## src/core/rxd_defines.svh

```systemverilog
`ifndef RXD_DEFINES_SVH
`define RXD_DEFINES_SVH

// ----------------------------------------------------------------------------
// descriptor word byte offsets
// ----------------------------------------------------------------------------
`define RXD_OFS_STATUS   32'h0000_0000
`define RXD_OFS_CONTROL  32'h0000_0004
`define RXD_OFS_BUFFER   32'h0000_0008
`define RXD_OFS_NEXT     32'h0000_000C

// ----------------------------------------------------------------------------
// status word fields
// ----------------------------------------------------------------------------
`define RXD_ST_OWN       31
`define RXD_ST_FIRST     30
`define RXD_ST_LAST      29
`define RXD_ST_ERRSUM    25
`define RXD_ST_PORT2     21
`define RXD_ST_PORT1     20
`define RXD_ST_PHYERR    19
`define RXD_ST_OVERSIZE  18
`define RXD_ST_RUNT      17
`define RXD_ST_CRC       16
`define RXD_ST_ETYPE     15
`define RXD_ST_LEN_MSB   10

// ----------------------------------------------------------------------------
// control word fields
// ----------------------------------------------------------------------------
`define RXD_CT_WRAP      25
`define RXD_CT_SIZE_MSB  10

// ----------------------------------------------------------------------------
// frame limits and timing
// ----------------------------------------------------------------------------
`define RXD_MAX_FRAME    16'h05EE
`define RXD_TYPE_LIMIT   16'h05DC
`define RXD_MIN_FRAME    16'h0040
`define RXD_POLL_CYC     8'h40
`define RXD_RESET_WORD   32'h0000_0000

`endif

```

## src/core/rxd_pkg.sv

```systemverilog
package rxd_pkg;

  typedef enum logic [3:0] {
    RXD_IDLE,
    RXD_FETCH,
    RXD_CHECK,
    RXD_POLL,
    RXD_RECV,
    RXD_WR_DATA,
    RXD_WR_STAT
  } rxd_state_e;

  typedef logic [15:0] rxd_count_t;

endpackage : rxd_pkg

```

## src/core/rxd_frame_mon.sv

```systemverilog
`timescale 1ns/1ps
`include "rxd_defines.svh"

module rxd_frame_mon
  import rxd_pkg::*;
(
  input  wire logic       sys_clk,
  input  wire logic       rstn,
  input  wire logic       take,
  input  wire logic [7:0] rx_byte,
  input  wire logic       rx_last,
  input  wire logic       rx_phy_err,
  input  wire logic       rx_coll,
  input  wire logic       rx_crc_err,
  output rxd_count_t      byte_cnt,
  output logic            phy_fault,
  output logic            coll_seen,
  output logic            crc_fail,
  output logic            oversize,
  output logic            runt,
  output logic            ethertype
);

  rxd_count_t cnt_q;
  rxd_count_t type_q;
  logic       err_q;
  logic       coll_q;
  logic       crc_q;
  logic       done_q;

  // ----------------------------------------------------------------------------
  // per-frame statistics, restarted by the first byte after a frame end
  // ----------------------------------------------------------------------------
  always_ff @(posedge sys_clk or negedge rstn) begin
    if (!rstn) begin
      cnt_q  <= 16'h0000;
      type_q <= 16'h0000;
      err_q  <= 1'b0;
      coll_q <= 1'b0;
      crc_q  <= 1'b0;
      done_q <= 1'b1;
    end else begin
      if (take) begin
        cnt_q  <= (done_q ? 16'h0001 : cnt_q + 16'h0001);
        done_q <= rx_last;
        if (rx_last) begin
          crc_q <= rx_crc_err;
        end
        if (!done_q && cnt_q == 16'h000C) begin
          type_q[15:8] <= rx_byte;
        end
        if (!done_q && cnt_q == 16'h000D) begin
          type_q[7:0] <= rx_byte;
        end
      end
      // phy fault latched at any point inside the frame, collision only while fewer than 64 bytes are counted
      if (take && done_q) begin
        err_q  <= rx_phy_err;
        coll_q <= rx_coll;
      end else if (!done_q) begin
        err_q  <= err_q | rx_phy_err;
        coll_q <= coll_q | (rx_coll && cnt_q < `RXD_MIN_FRAME);
      end
    end
  end

  assign byte_cnt  = cnt_q;
  assign phy_fault = err_q;
  assign coll_seen = coll_q;
  assign crc_fail  = crc_q;
  assign oversize  = (cnt_q > `RXD_MAX_FRAME);
  assign runt      = coll_q || (cnt_q < `RXD_MIN_FRAME);
  assign ethertype = (type_q > `RXD_TYPE_LIMIT);

endmodule : rxd_frame_mon

```

## src/core/rxd_ring.sv

```systemverilog
// Overview of operation
// - source field bit 20 marks port one, bit 21 port two; bits 23-22 zero.
// - physical-layer fault flag set if a receive error appeared during the frame.
// - oversize flag set for frames longer than 1518 bytes, in last status.
// - oversize frames are written in full, never truncated.
// - runt flag set for frames shorter than 64 bytes or with a collision before byte 64.
// - runt frame data always reaches host buffers; last status is written only when pass-bad-frame is set.
// - CRC failure flag reported in the last descriptor status only.
// - frame-type flag one when length/type field exceeds 1500 and the frame is not a runt.
// - eleven-bit byte count including CRC written in the last status.
// - end-of-ring bit sends the next fetch to the list base address.
// - zero buffer size skips the descriptor and moves on.
// - third descriptor word is the word-aligned buffer write address.
// - fourth descriptor word is the next descriptor address.
// - ownership cleared when the buffer fills or frame completes, unless a runt frame ends with pass-bad-frame clear.
// - error summary is OR of CRC, oversize and runt flags.
// - first-buffer and last-buffer flags mark the frame's end descriptors.
`timescale 1ns/1ps
`include "rxd_defines.svh"

module rxd_ring
  import rxd_pkg::*;
(
  input  wire logic        sys_clk,
  input  wire logic        rstn,
  input  wire logic        rx_enable,
  input  wire logic [31:0] ring_base,
  input  wire logic        pass_bad_frame,
  input  wire logic        rx_valid,
  input  wire logic [7:0]  rx_byte,
  input  wire logic        rx_last,
  input  wire logic [1:0]  rx_port,
  input  wire logic        rx_phy_err,
  input  wire logic        rx_coll,
  input  wire logic        rx_crc_err,
  output logic             rx_ready,
  output logic             mem_req,
  output logic             mem_we,
  output logic [31:0]      mem_addr,
  output logic [31:0]      mem_wdata,
  input  wire logic [31:0] mem_rdata,
  input  wire logic        mem_ack,
  output logic             busy
);

  rxd_state_e  state_q;
  logic [31:0] desc_q;
  logic [31:0] first_desc_q;
  logic [31:0] own_word_q;
  logic [31:0] ctrl_q;
  logic [31:0] buf_q;
  logic [31:0] next_q;
  logic [1:0]  widx_q;
  logic [7:0]  poll_q;
  logic [10:0] off_q;
  logic [10:0] fill_q;
  logic [31:0] word_q;
  logic [1:0]  bidx_q;
  logic        end_q;
  logic        first_q;
  logic [1:0]  port_q;
  logic        take;
  logic        flush;
  logic [10:0] size;
  logic [31:0] next_desc;
  logic [31:0] status;
  rxd_count_t  byte_cnt;
  logic        phy_fault;
  logic        crc_fail;
  logic        oversize;
  logic        runt;
  logic        ethertype;

  assign size      = ctrl_q[`RXD_CT_SIZE_MSB:0];
  assign next_desc = ctrl_q[`RXD_CT_WRAP] ? ring_base : next_q;
  // buffer accepts bytes until full; frame length itself is never limited
  assign rx_ready  = (state_q == RXD_RECV) && (fill_q != size);
  assign take      = rx_valid && rx_ready;
  assign flush     = take && (rx_last || bidx_q == 2'h3 || fill_q + 11'h001 == size);
  assign busy      = (state_q != RXD_IDLE);

  // ----------------------------------------------------------------------------
  // frame statistics
  // ----------------------------------------------------------------------------
  rxd_frame_mon u_mon (
    .sys_clk    (sys_clk),
    .rstn       (rstn),
    .take       (take),
    .rx_byte    (rx_byte),
    .rx_last    (rx_last),
    .rx_phy_err (rx_phy_err),
    .rx_coll    (rx_coll),
    .rx_crc_err (rx_crc_err),
    .byte_cnt   (byte_cnt),
    .phy_fault  (phy_fault),
    .coll_seen  (),
    .crc_fail   (crc_fail),
    .oversize   (oversize),
    .runt       (runt),
    .ethertype  (ethertype)
  );

  // ----------------------------------------------------------------------------
  // status word assembly
  // ----------------------------------------------------------------------------
  always_comb begin
    status = `RXD_RESET_WORD;
    status[`RXD_ST_FIRST]  = first_q;
    status[`RXD_ST_LAST]   = end_q;
    status[`RXD_ST_PHYERR] = phy_fault;
    status[`RXD_ST_RUNT]   = runt;
    if (end_q) begin
      status[`RXD_ST_PORT1]           = port_q[0];
      status[`RXD_ST_PORT2]           = port_q[1];
      status[`RXD_ST_OVERSIZE]        = oversize;
      status[`RXD_ST_CRC]             = crc_fail;
      status[`RXD_ST_ERRSUM]          = crc_fail | oversize | runt;
      status[`RXD_ST_ETYPE]           = ethertype & ~runt;
      status[`RXD_ST_LEN_MSB:0]       = byte_cnt[10:0];
    end
  end

  // ----------------------------------------------------------------------------
  // descriptor and frame state machine
  // ----------------------------------------------------------------------------
  always_ff @(posedge sys_clk or negedge rstn) begin
    if (!rstn) begin
      state_q      <= RXD_IDLE;
      desc_q       <= `RXD_RESET_WORD;
      first_desc_q <= `RXD_RESET_WORD;
      own_word_q   <= `RXD_RESET_WORD;
      ctrl_q       <= `RXD_RESET_WORD;
      buf_q        <= `RXD_RESET_WORD;
      next_q       <= `RXD_RESET_WORD;
      widx_q       <= 2'h0;
      poll_q       <= 8'h00;
      off_q        <= 11'h000;
      fill_q       <= 11'h000;
      end_q        <= 1'b0;
      first_q      <= 1'b1;
      port_q       <= 2'h0;
    end else begin
      case (state_q)
        RXD_IDLE: begin
          if (rx_enable) begin
            desc_q       <= ring_base;
            first_desc_q <= ring_base;
            widx_q       <= 2'h0;
            state_q      <= RXD_FETCH;
          end
        end
        RXD_FETCH: begin
          if (mem_ack) begin
            widx_q <= widx_q + 2'h1;
            case (widx_q)
              2'h0: own_word_q <= mem_rdata;
              2'h1: ctrl_q     <= mem_rdata;
              2'h2: buf_q      <= mem_rdata;
              default: next_q  <= mem_rdata;
            endcase
            if (widx_q == 2'h3) begin
              state_q <= RXD_CHECK;
            end
          end
        end
        RXD_CHECK: begin
          off_q  <= 11'h000;
          fill_q <= 11'h000;
          if (!own_word_q[`RXD_ST_OWN]) begin
            poll_q  <= `RXD_POLL_CYC;
            state_q <= RXD_POLL;
          end else if (size == 11'h000) begin
            desc_q  <= next_desc;
            if (first_q) begin
              first_desc_q <= next_desc;
            end
            widx_q  <= 2'h0;
            state_q <= RXD_FETCH;
          end else begin
            state_q <= RXD_RECV;
          end
        end
        RXD_POLL: begin
          poll_q <= poll_q - 8'h01;
          if (!rx_enable) begin
            state_q <= RXD_IDLE;
          end else if (poll_q == 8'h01) begin
            widx_q  <= 2'h0;
            state_q <= RXD_FETCH;
          end
        end
        RXD_RECV: begin
          if (take) begin
            fill_q <= fill_q + 11'h001;
            if (rx_last) begin
              end_q  <= 1'b1;
              port_q <= rx_port;
            end
          end
          if (flush) begin
            state_q <= RXD_WR_DATA;
          end
        end
        RXD_WR_DATA: begin
          if (mem_ack) begin
            off_q <= {fill_q[10:2] + (fill_q[1:0] != 2'h0 ? 9'h001 : 9'h000), 2'h0};
            if (end_q && runt && !pass_bad_frame) begin
              end_q   <= 1'b0;
              first_q <= 1'b1;
              desc_q  <= first_desc_q;
              widx_q  <= 2'h0;
              state_q <= RXD_FETCH;
            end else if (end_q || fill_q == size) begin
              state_q <= RXD_WR_STAT;
            end else begin
              state_q <= RXD_RECV;
            end
          end
        end
        RXD_WR_STAT: begin
          if (mem_ack) begin
            desc_q  <= next_desc;
            first_q <= end_q;
            end_q   <= 1'b0;
            if (end_q) begin
              first_desc_q <= next_desc;
            end
            widx_q  <= 2'h0;
            state_q <= rx_enable ? RXD_FETCH : RXD_IDLE;
          end
        end
        default: state_q <= RXD_IDLE;
      endcase
    end
  end

  // ----------------------------------------------------------------------------
  // byte packing, little-endian within a word
  // ----------------------------------------------------------------------------
  always_ff @(posedge sys_clk or negedge rstn) begin
    if (!rstn) begin
      word_q <= `RXD_RESET_WORD;
      bidx_q <= 2'h0;
    end else if (take) begin
      word_q[bidx_q*8 +: 8] <= rx_byte;
      bidx_q <= flush ? 2'h0 : bidx_q + 2'h1;
    end else if (state_q == RXD_WR_DATA && mem_ack) begin
      word_q <= `RXD_RESET_WORD;
    end
  end

  // ----------------------------------------------------------------------------
  // memory master port, registered
  // ----------------------------------------------------------------------------
  always_ff @(posedge sys_clk or negedge rstn) begin
    if (!rstn) begin
      mem_req   <= 1'b0;
      mem_we    <= 1'b0;
      mem_addr  <= `RXD_RESET_WORD;
      mem_wdata <= `RXD_RESET_WORD;
    end else if (mem_req) begin
      if (mem_ack) begin
        mem_req <= 1'b0;
      end
    end else begin
      case (state_q)
        RXD_FETCH: begin
          mem_req  <= 1'b1;
          mem_we   <= 1'b0;
          mem_addr <= desc_q + {28'h000_0000, widx_q, 2'h0};
        end
        RXD_WR_DATA: begin
          mem_req   <= 1'b1;
          mem_we    <= 1'b1;
          mem_addr  <= buf_q + {21'h00_0000, off_q};
          mem_wdata <= word_q;
        end
        RXD_WR_STAT: begin
          mem_req   <= 1'b1;
          mem_we    <= 1'b1;
          mem_addr  <= desc_q + `RXD_OFS_STATUS;
          mem_wdata <= status;
        end
        default: begin
          mem_req <= 1'b0;
          mem_we  <= 1'b0;
        end
      endcase
    end
  end

endmodule : rxd_ring

```

## config.mk

```make
export PLATFORM = sky130hd
export DESIGN_NAME = rxd_ring
export DESIGN_NICKNAME = d
export VERILOG_FILES = /design/src/core/rxd_pkg.sv /design/src/core/rxd_frame_mon.sv /design/src/core/rxd_ring.sv
export VERILOG_INCLUDE_DIRS = /design/src /design/src/core
export SDC_FILE = /design/constraint.sdc
export NUM_CORES = 1
export LEC_CHECK = 0
export BUFFER_PORTS_ARGS = -buffer_cell sky130_fd_sc_hd__buf_2
export CAP_MARGIN = 30
export CELL_PAD_IN_SITES_DETAIL_PLACEMENT = 1
export CELL_PAD_IN_SITES_GLOBAL_PLACEMENT = 1
export CORE_AREA = 4 4 220 222
export CTS_CLUSTER_DIAMETER = 60
export CTS_CLUSTER_SIZE = 14
export DETAILED_ROUTE_END_ITERATION = 7
export DIE_AREA = 0 0 224 226
export GPL_TIMING_DRIVEN = 0
export PLACE_DENSITY_LB_ADDON = 0.1
export SETUP_SLACK_MARGIN = 0.1
export SYNTH_ARGS = -nofsm -noshare
export SYNTH_HDL_FRONTEND = slang
export SYNTH_HIERARCHICAL = 1
export SYNTH_SLANG_ARGS = --single-unit
```

## constraint.sdc

```tcl
create_clock -name sys_clk -period 2.6 [get_ports sys_clk]
set_input_delay 0 -clock sys_clk [delete_from_list [all_inputs] [get_ports sys_clk]]
set_output_delay 0 -clock sys_clk [all_outputs]
set_load 0.01 [all_outputs]
```

==> results of run 1 <==
routing by layer:
layer,GRT usage,up-vias,part of all wire
li1,-,6647,-
met1,0.301,7381,0.43
met2,0.419,299,0.50
met3,0.0307,107,0.035
met4,0.0867,0,0.034
met5,0,-,0
cell usage after synthesis (5+ instances only):
cell type,n
nor4_1,10
and3_1,14
nand2b_1,8
inv_1,34
o21ai_1,11
nand2_1,220
or3_1,7
xor2_1,30
buf_1,10
nor3b_1,5
xnor2_1,34
a221oi_1,35
o31ai_1,7
mux2_2,93
dfrtp_1,312
a22o_1,28
a22oi_1,7
nand3_1,88
a211oi_1,8
nor3_1,31
and2_1,39
o211ai_1,7
ha_1,30
nor2b_1,12
nor2_1,91
buf_2,22
mux2i_1,6
a31oi_1,38
nand4_1,18
o21ai_0,138
and4_1,8
clkbuf_1,54
a21oi_1,88
o22ai_1,7
buf_4,8
timing repair:
item,CTS,global route
hold endpoints to repair,434,0
resized for setup,132,130
gates cloned,1,2
setup buffers,26,24
pin swaps,24,26
hold buffers,83,0
endpoints found under the setup margin,295,195
path summary, 6_finish.rpt:
path / start / endpoint / cells past startpoint
min reg2reg: mem_wdata[28] / mem_wdata[28] / 2
min: rx_valid / bidx_q[0] / 5
max: u_mon/byte_cnt[15] / widx_q[0] / 10
min in group asynchronous: rstn / u_mon/crc_fail / 3
max in group asynchronous: rstn / desc_q[2] / 5
max reg2reg: u_mon/byte_cnt[15] / widx_q[0] / 10
power groups by stage:
stage / Combinational [µW] / Clock (µW) / Sequential, µW
after floorplan: 4890 / 0 / 7980
after global routing: 9950 / 6140 / 8760
after global placement: 7570 / 0 / 8380
after CTS: 8350 / 5940 / 8450
after detailed placement: 7770 / 0 / 8450
final: 9040 / 5760 / 8520
area by class of cell:
class / count / share of cell area
multi-input combinational: 1203 / 0.395
buffer: 97 / 0.0292
clock inverter: 27 / 0.0147
timing repair buffer: 289 / 0.101
sequential: 314 / 0.369
tap: 607 / 0.0356
inverter: 34 / 0.00610
clock buffer: 45 / 0.0492
flip-flops by register name, summed over array words and instances, names as in the netlist, 3 cells and up:
name            count
poll_q              8
mem_wdata          32
ctrl_q             12
state_q             3
u_mon/byte_cnt     16
u_mon/type_q       16
desc_q             32
off_q               9
word_q             32
next_q             32
fill_q             11
first_desc_q       32
buf_q              32
mem_addr           32
metrics by stage:
| step | utilization | hold WS (ns) |
|---|---|---|
| after floorplan | - | -0.296 |
| after global placement | 0.382 | 0.237 |
| after detailed placement | 0.384 | -0.0173 |
| after CTS | 0.447 | 0.0280 |
| after global routing | 0.460 | 0.0913 |
| final | 0.460 | 0.0690 |
logic make-up (layout without fill, tap and decap cells):
logic type,Yosys count,in the layout,share of synthesized area
muxes,103,103,0.0724
adders and majority gates,32,32,0.0258
DFF,314,314,0.487
xor gates and xnor gates,65,65,0.0358
and+or+nand+nor,580,580,0.178
AOI/OAI and AO/OA,422,423,0.166
buffers and inverters,131,492,0.0351
tightest hold or removal path, stage by stage:
cell and delay, ns:
buf_2 0.12, nand2_2 0.06, buf_2 0.23, nand2_1 0.10, o21ai_0 0.07
placed cells by master (no fill, tap or decap), drive strengths merged, types with 28 or more instances in the layout:
cell	instances
nor2	92
dfrtp	312
buf	250
mux2	97
nor3	31
o21ai	150
and2	39
inv	42
clkbuf	99
nand3	91
xor2	30
dlygate4sd3	82
ha	30
a21oi	91
a31oi	38
a22o	28
a221oi	35
nand2	220
xnor2	35
==> flow_summary.ini, run 1 <==
[placement]
post-place-cells = 2408
place_hpwl_mm = 43.7
place_area_um2 = 17800
dp_slack_ns = -0.899
portBuffers = 151
gp_congestion = 0.833

[worst_setup_path]
crit_path_start_kind = register
timing_worst_setup_path_type = register to register
slowest_stage = or4_4
regToRegSetupSlack_ns = -0.13
crit_path_end_kind = register
critPathArrivalTime_ns = 3.16
crit_path_max_incr_delay_ns = 0.57
crit_family = simple AND/OR/NAND/NOR gates
crit_path_frequent_cell = or4_4
crit_chain = or4_4 -> nor4_4 -> or2_4 -> nand2_4 -> nor2_4 -> nand2_2 -> a21oi_2 -> nor2_1 -> or4_4 -> mux2_4
cp_max_fo = 3
critPathBufInv = 0
cp_data_required_time_ns = 3.03

[drt]
drt_iter0_markers = 798
routed_wl_mm = 61.3
routed_via_density = 5.52
drc_errors = 0
drtPass1Iterations = 5
vias = 14434
wl_per_cell_um = 23.4
antenna_left = 0

[yosys]
synth_top_area_frac = 0.484
yosys_warnings = 6
ys.flop_type = dfrtp_1
synth_cells = 1647
avgSynthCellArea_um2 = 9.79
synth_area_leaders = dfrtp_1 48%, mux2_2 6.5%, nand2_1 5.1%
ys_types = 80
synth_top_area_cell = dfrtp_1
synth_edf_count = 0
syn_nets = 1763
ys_seq_elements = 314
synth-async-reset-ratio = 1.00
ys_seq_area_frac = 0.487
netlist_area_um2 = 16100

[global_routing]
grt_pass1_wl_mm = 92.9
grt_pass1_vias = 15256
grt_overflow = 0
grt.total_usage = 0.238
antenna_found_initial = 1
grt_max_degree = 112

[run_status]
failed_checks = negative setup slack
outcome = complete, but fails checks

[clock_network]
clock_path_buffers = 3
clk-insertion-delay-late_ns = 0.57
clock-sinks = 314
numCtsBuffers = 40
cts.clk_slew.worst_paths_ns = 0.06
htreeDepth = 2
cts_tree = yes
cts-root-buf = clkbuf_16

[timing]
final.min_clock_period_ns = 2.73
hold_viol_final = 0
fin_ws_ns = -0.131
worst_clock_skew_ns = 0.0284
rsz0062_at_grt = yes
finalSetupTns_ns = -0.251
setup_viol = 6
worst_pin_slew_ns = 0.730
timing.final.crit_share = 1.05
slew_headroom = 0.513
fmax_mhz = 366
slew_violations = 0

[final_layout]
area_delta_synth_final_pct = 32.3
register_area_um2 = 7880
multiInputGateArea_um2 = 8420
nFillCells = 5176
num-nets-final = 2095
design_area_um2 = 21300
diodes = 0
fin_cells = 2616
drive_gt1_frac = 0.282

[power_and_ir_drop]
ir_worst_vdd_v = 0.000682
switchingPower_uw = 9440
p_int_uw = 13900
leakage_uw = 0.00949
pwr-share-seq = 0.365
combPwrFrac = 0.387
power_uw = 23300
switching_share = 0.405
power.density_nw_per_um2 = 1090
p_clk_frac = 0.247

[die]
ioPinCount = 152
fp-row-count = 79
die_w_um = 224
die_y_um = 226
start_util = 0.348
fp.coreArea_um2 = 46400
dieArea_um2 = 50600

[job]
drv_cap = 0

[min_path]
hp-class = primary input to register
Power figures use the tool's default switching activity.
==> run 2, diff against run 1 <==
--- a/config.mk
+++ b/config.mk
@@ -6,7 +6,6 @@
 export SDC_FILE = /design/constraint.sdc
 export NUM_CORES = 1
 export LEC_CHECK = 0
-export BUFFER_PORTS_ARGS = -buffer_cell sky130_fd_sc_hd__buf_2
 export CAP_MARGIN = 30
 export CELL_PAD_IN_SITES_DETAIL_PLACEMENT = 1
 export CELL_PAD_IN_SITES_GLOBAL_PLACEMENT = 1
@@ -15,6 +14,7 @@
 export CTS_CLUSTER_SIZE = 14
 export DETAILED_ROUTE_END_ITERATION = 7
 export DIE_AREA = 0 0 224 226
+export DONT_BUFFER_PORTS = 1
 export GPL_TIMING_DRIVEN = 0
 export PLACE_DENSITY_LB_ADDON = 0.1
 export SETUP_SLACK_MARGIN = 0.1
==> flow_summary.ini, run 2 (synthesized netlist as in run 1, its figures left out) <==
[die]
dieArea_um2 = 50600
die_y_um = 226
start_util = 0.348
fp-row-count = 79
ioPinCount = 152
die_w_um = 224
fp.coreArea_um2 = 46400

[timing]
rsz0062_at_grt = yes
timing.final.crit_share = 1.04
final.min_clock_period_ns = 2.70
fmax_mhz = 371
worst_hold_slack_ns = -0.863
slew_violations = 0
worst_clock_skew_ns = 0.0371
setup_viol = 20
slew_headroom = 0.490
fin_ws_ns = -0.0979
hold_viol_final = 321
worst_pin_slew_ns = 0.764

[worst_setup_path]
cp_data_required_time_ns = 3.02
regToRegSetupSlack_ns = -0.1
crit_path_end = widx_q[0]
crit_path_end_kind = register
r2r_start = u_mon/byte_cnt[8]
critPathArrivalTime_ns = 3.12
crit_path_start_kind = register
ff2ff_path_depth = 10
r2r_end = widx_q[0]
cp_max_fo = 2
timing_worst_setup_path_type = register to register
startpoint = u_mon/byte_cnt[8]

[global_routing]
top_usage_layer = met2
grt_overflow = 0
met3_usage = 0.0497
grt_util_met1 = 0.303
use_met2 = 0.405
grt_pass1_vias = 14439
grt_max_degree = 315
grt_pass1_wl_mm = 91.7
grt.total_usage = 0.235
antenna_found_initial = 3

[run_status]
outcome = complete, but fails checks
failed_checks = negative hold slack, negative setup slack

[placement]
gp_congestion = 0.861
dp_slack_ns = -1.22
place_hpwl_mm = 42.8
portBuffers = 0

[clock_network]
clock-sinks = 314
clk-insertion-delay-late_ns = 0.57
htreeDepth = 2
cts.clk_slew.worst_paths_ns = 0.07
clock_path_buffers = 3
numCtsBuffers = 38
cts_tree = yes
cts-root-buf = clkbuf_16

[drt]
antenna_left = 0
routed_via_density = 5.61
drc_errors = 0
routed_wl_mm = 61.4
drtPass1Iterations = 7
wl_per_cell_um = 24.9
vias = 13851
drt_iter0_markers = 903

[final_layout]
area_delta_synth_final_pct = 27.7
drive_gt1_frac = 0.240
final_cell_mix = 294 x dfrtp_1, 194 x nand2_1, 111 x o21ai_0
final_common_cell = dfrtp_1
num-nets-final = 1947

[job]
drv_cap = 0

[power_and_ir_drop]
leakage_uw = 0.00880
ir_worst_vdd_v = 0.000684
power.density_nw_per_um2 = 1100

[min_path]
hp-class = primary input to async pin
run 2: power by group:
part           switching [µW]  internal, µW
registers                2200          6710
clock network            2380          3180
logic                    4840          3400
total                    9420         13300
run 2: stage by stage:
stage          instance area [µm²]  std cells  total power (µW)   util  TNS, ns
6_report                     20600       2468             22700  0.444   -0.421
5_1_grt                      20600       2467             24100  0.444    -5.64
4_1_cts                      19900       2438             22000  0.428   -0.146
3_5_place_dp                 16900       2254             15700  0.365   -94.47
3_3_place_gp                 16900       2254             15400  0.365   -88.79
2_1_floorplan                16200       1647             12900      -   -0.140
run 2: how the worst min path moves through the flow:
| stage | start | end | slack, ns | cells after the start |
|---|---|---|---|---|
| after floorplan | rstn | bidx_q[0] | -0.30 | 0 |
| after global placement | rstn | mem_wdata[14] | -0.28 | 0 |
| after detailed placement | rstn | mem_wdata[14] | -0.28 | 0 |
| final | rstn | mem_wdata[14] | -0.86 | 0 |
| after global routing | rstn | mem_wdata[14] | -0.90 | 0 |
| after CTS | rstn | u_mon/type_q[3] | -0.89 | 0 |
run 2: layer usage:
| metal | share of wire | vias to the layer above |
|---|---|---|
| met5 | 0 | - |
| met4 | 0.025 | 0 |
| met3 | 0.053 | 93 |
| met2 | 0.49 | 296 |
| met1 | 0.43 | 7096 |
| li1 | - | 6366 |
run 2: final cells by class:
| type | instances | area [µm²] |
|---|---|---|
| Tap cell | 607 | 759 |
| Timing Repair Buffer | 142 | 1330 |
| Buffer | 97 | 611 |
| Clock inverter | 21 | 256 |
| Sequential cell | 314 | 7880 |
| Fill cell | 5102 | 25800 |
| Inverter | 34 | 145 |
| Clock buffer | 46 | 1020 |
| Antenna cell | 3 | 7.51 |
| Multi-Input combinational cell | 1204 | 8580 |
run 2: critical path, cell delays in order, from the launching register on:
cell     delay, ns
dfrtp_2       0.42
or4_4         0.55
nor4_4        0.24
or2_4         0.20
nand2_4       0.06
nor2_4        0.13
nand2_2       0.08
a21oi_2       0.14
nor2_1        0.05
or4_4         0.43
mux2_4        0.27
run 2: what timing repair did:
action / CTS / global route
pin swaps: 27 / 26
setup buffers: 35 / 19
gates resized for setup: 149 / 164
cloned: 1 / 7
hold buffers: 81 / 1
setup endpoints to repair: 295 / 233
hold endpoints to repair: 522 / 322
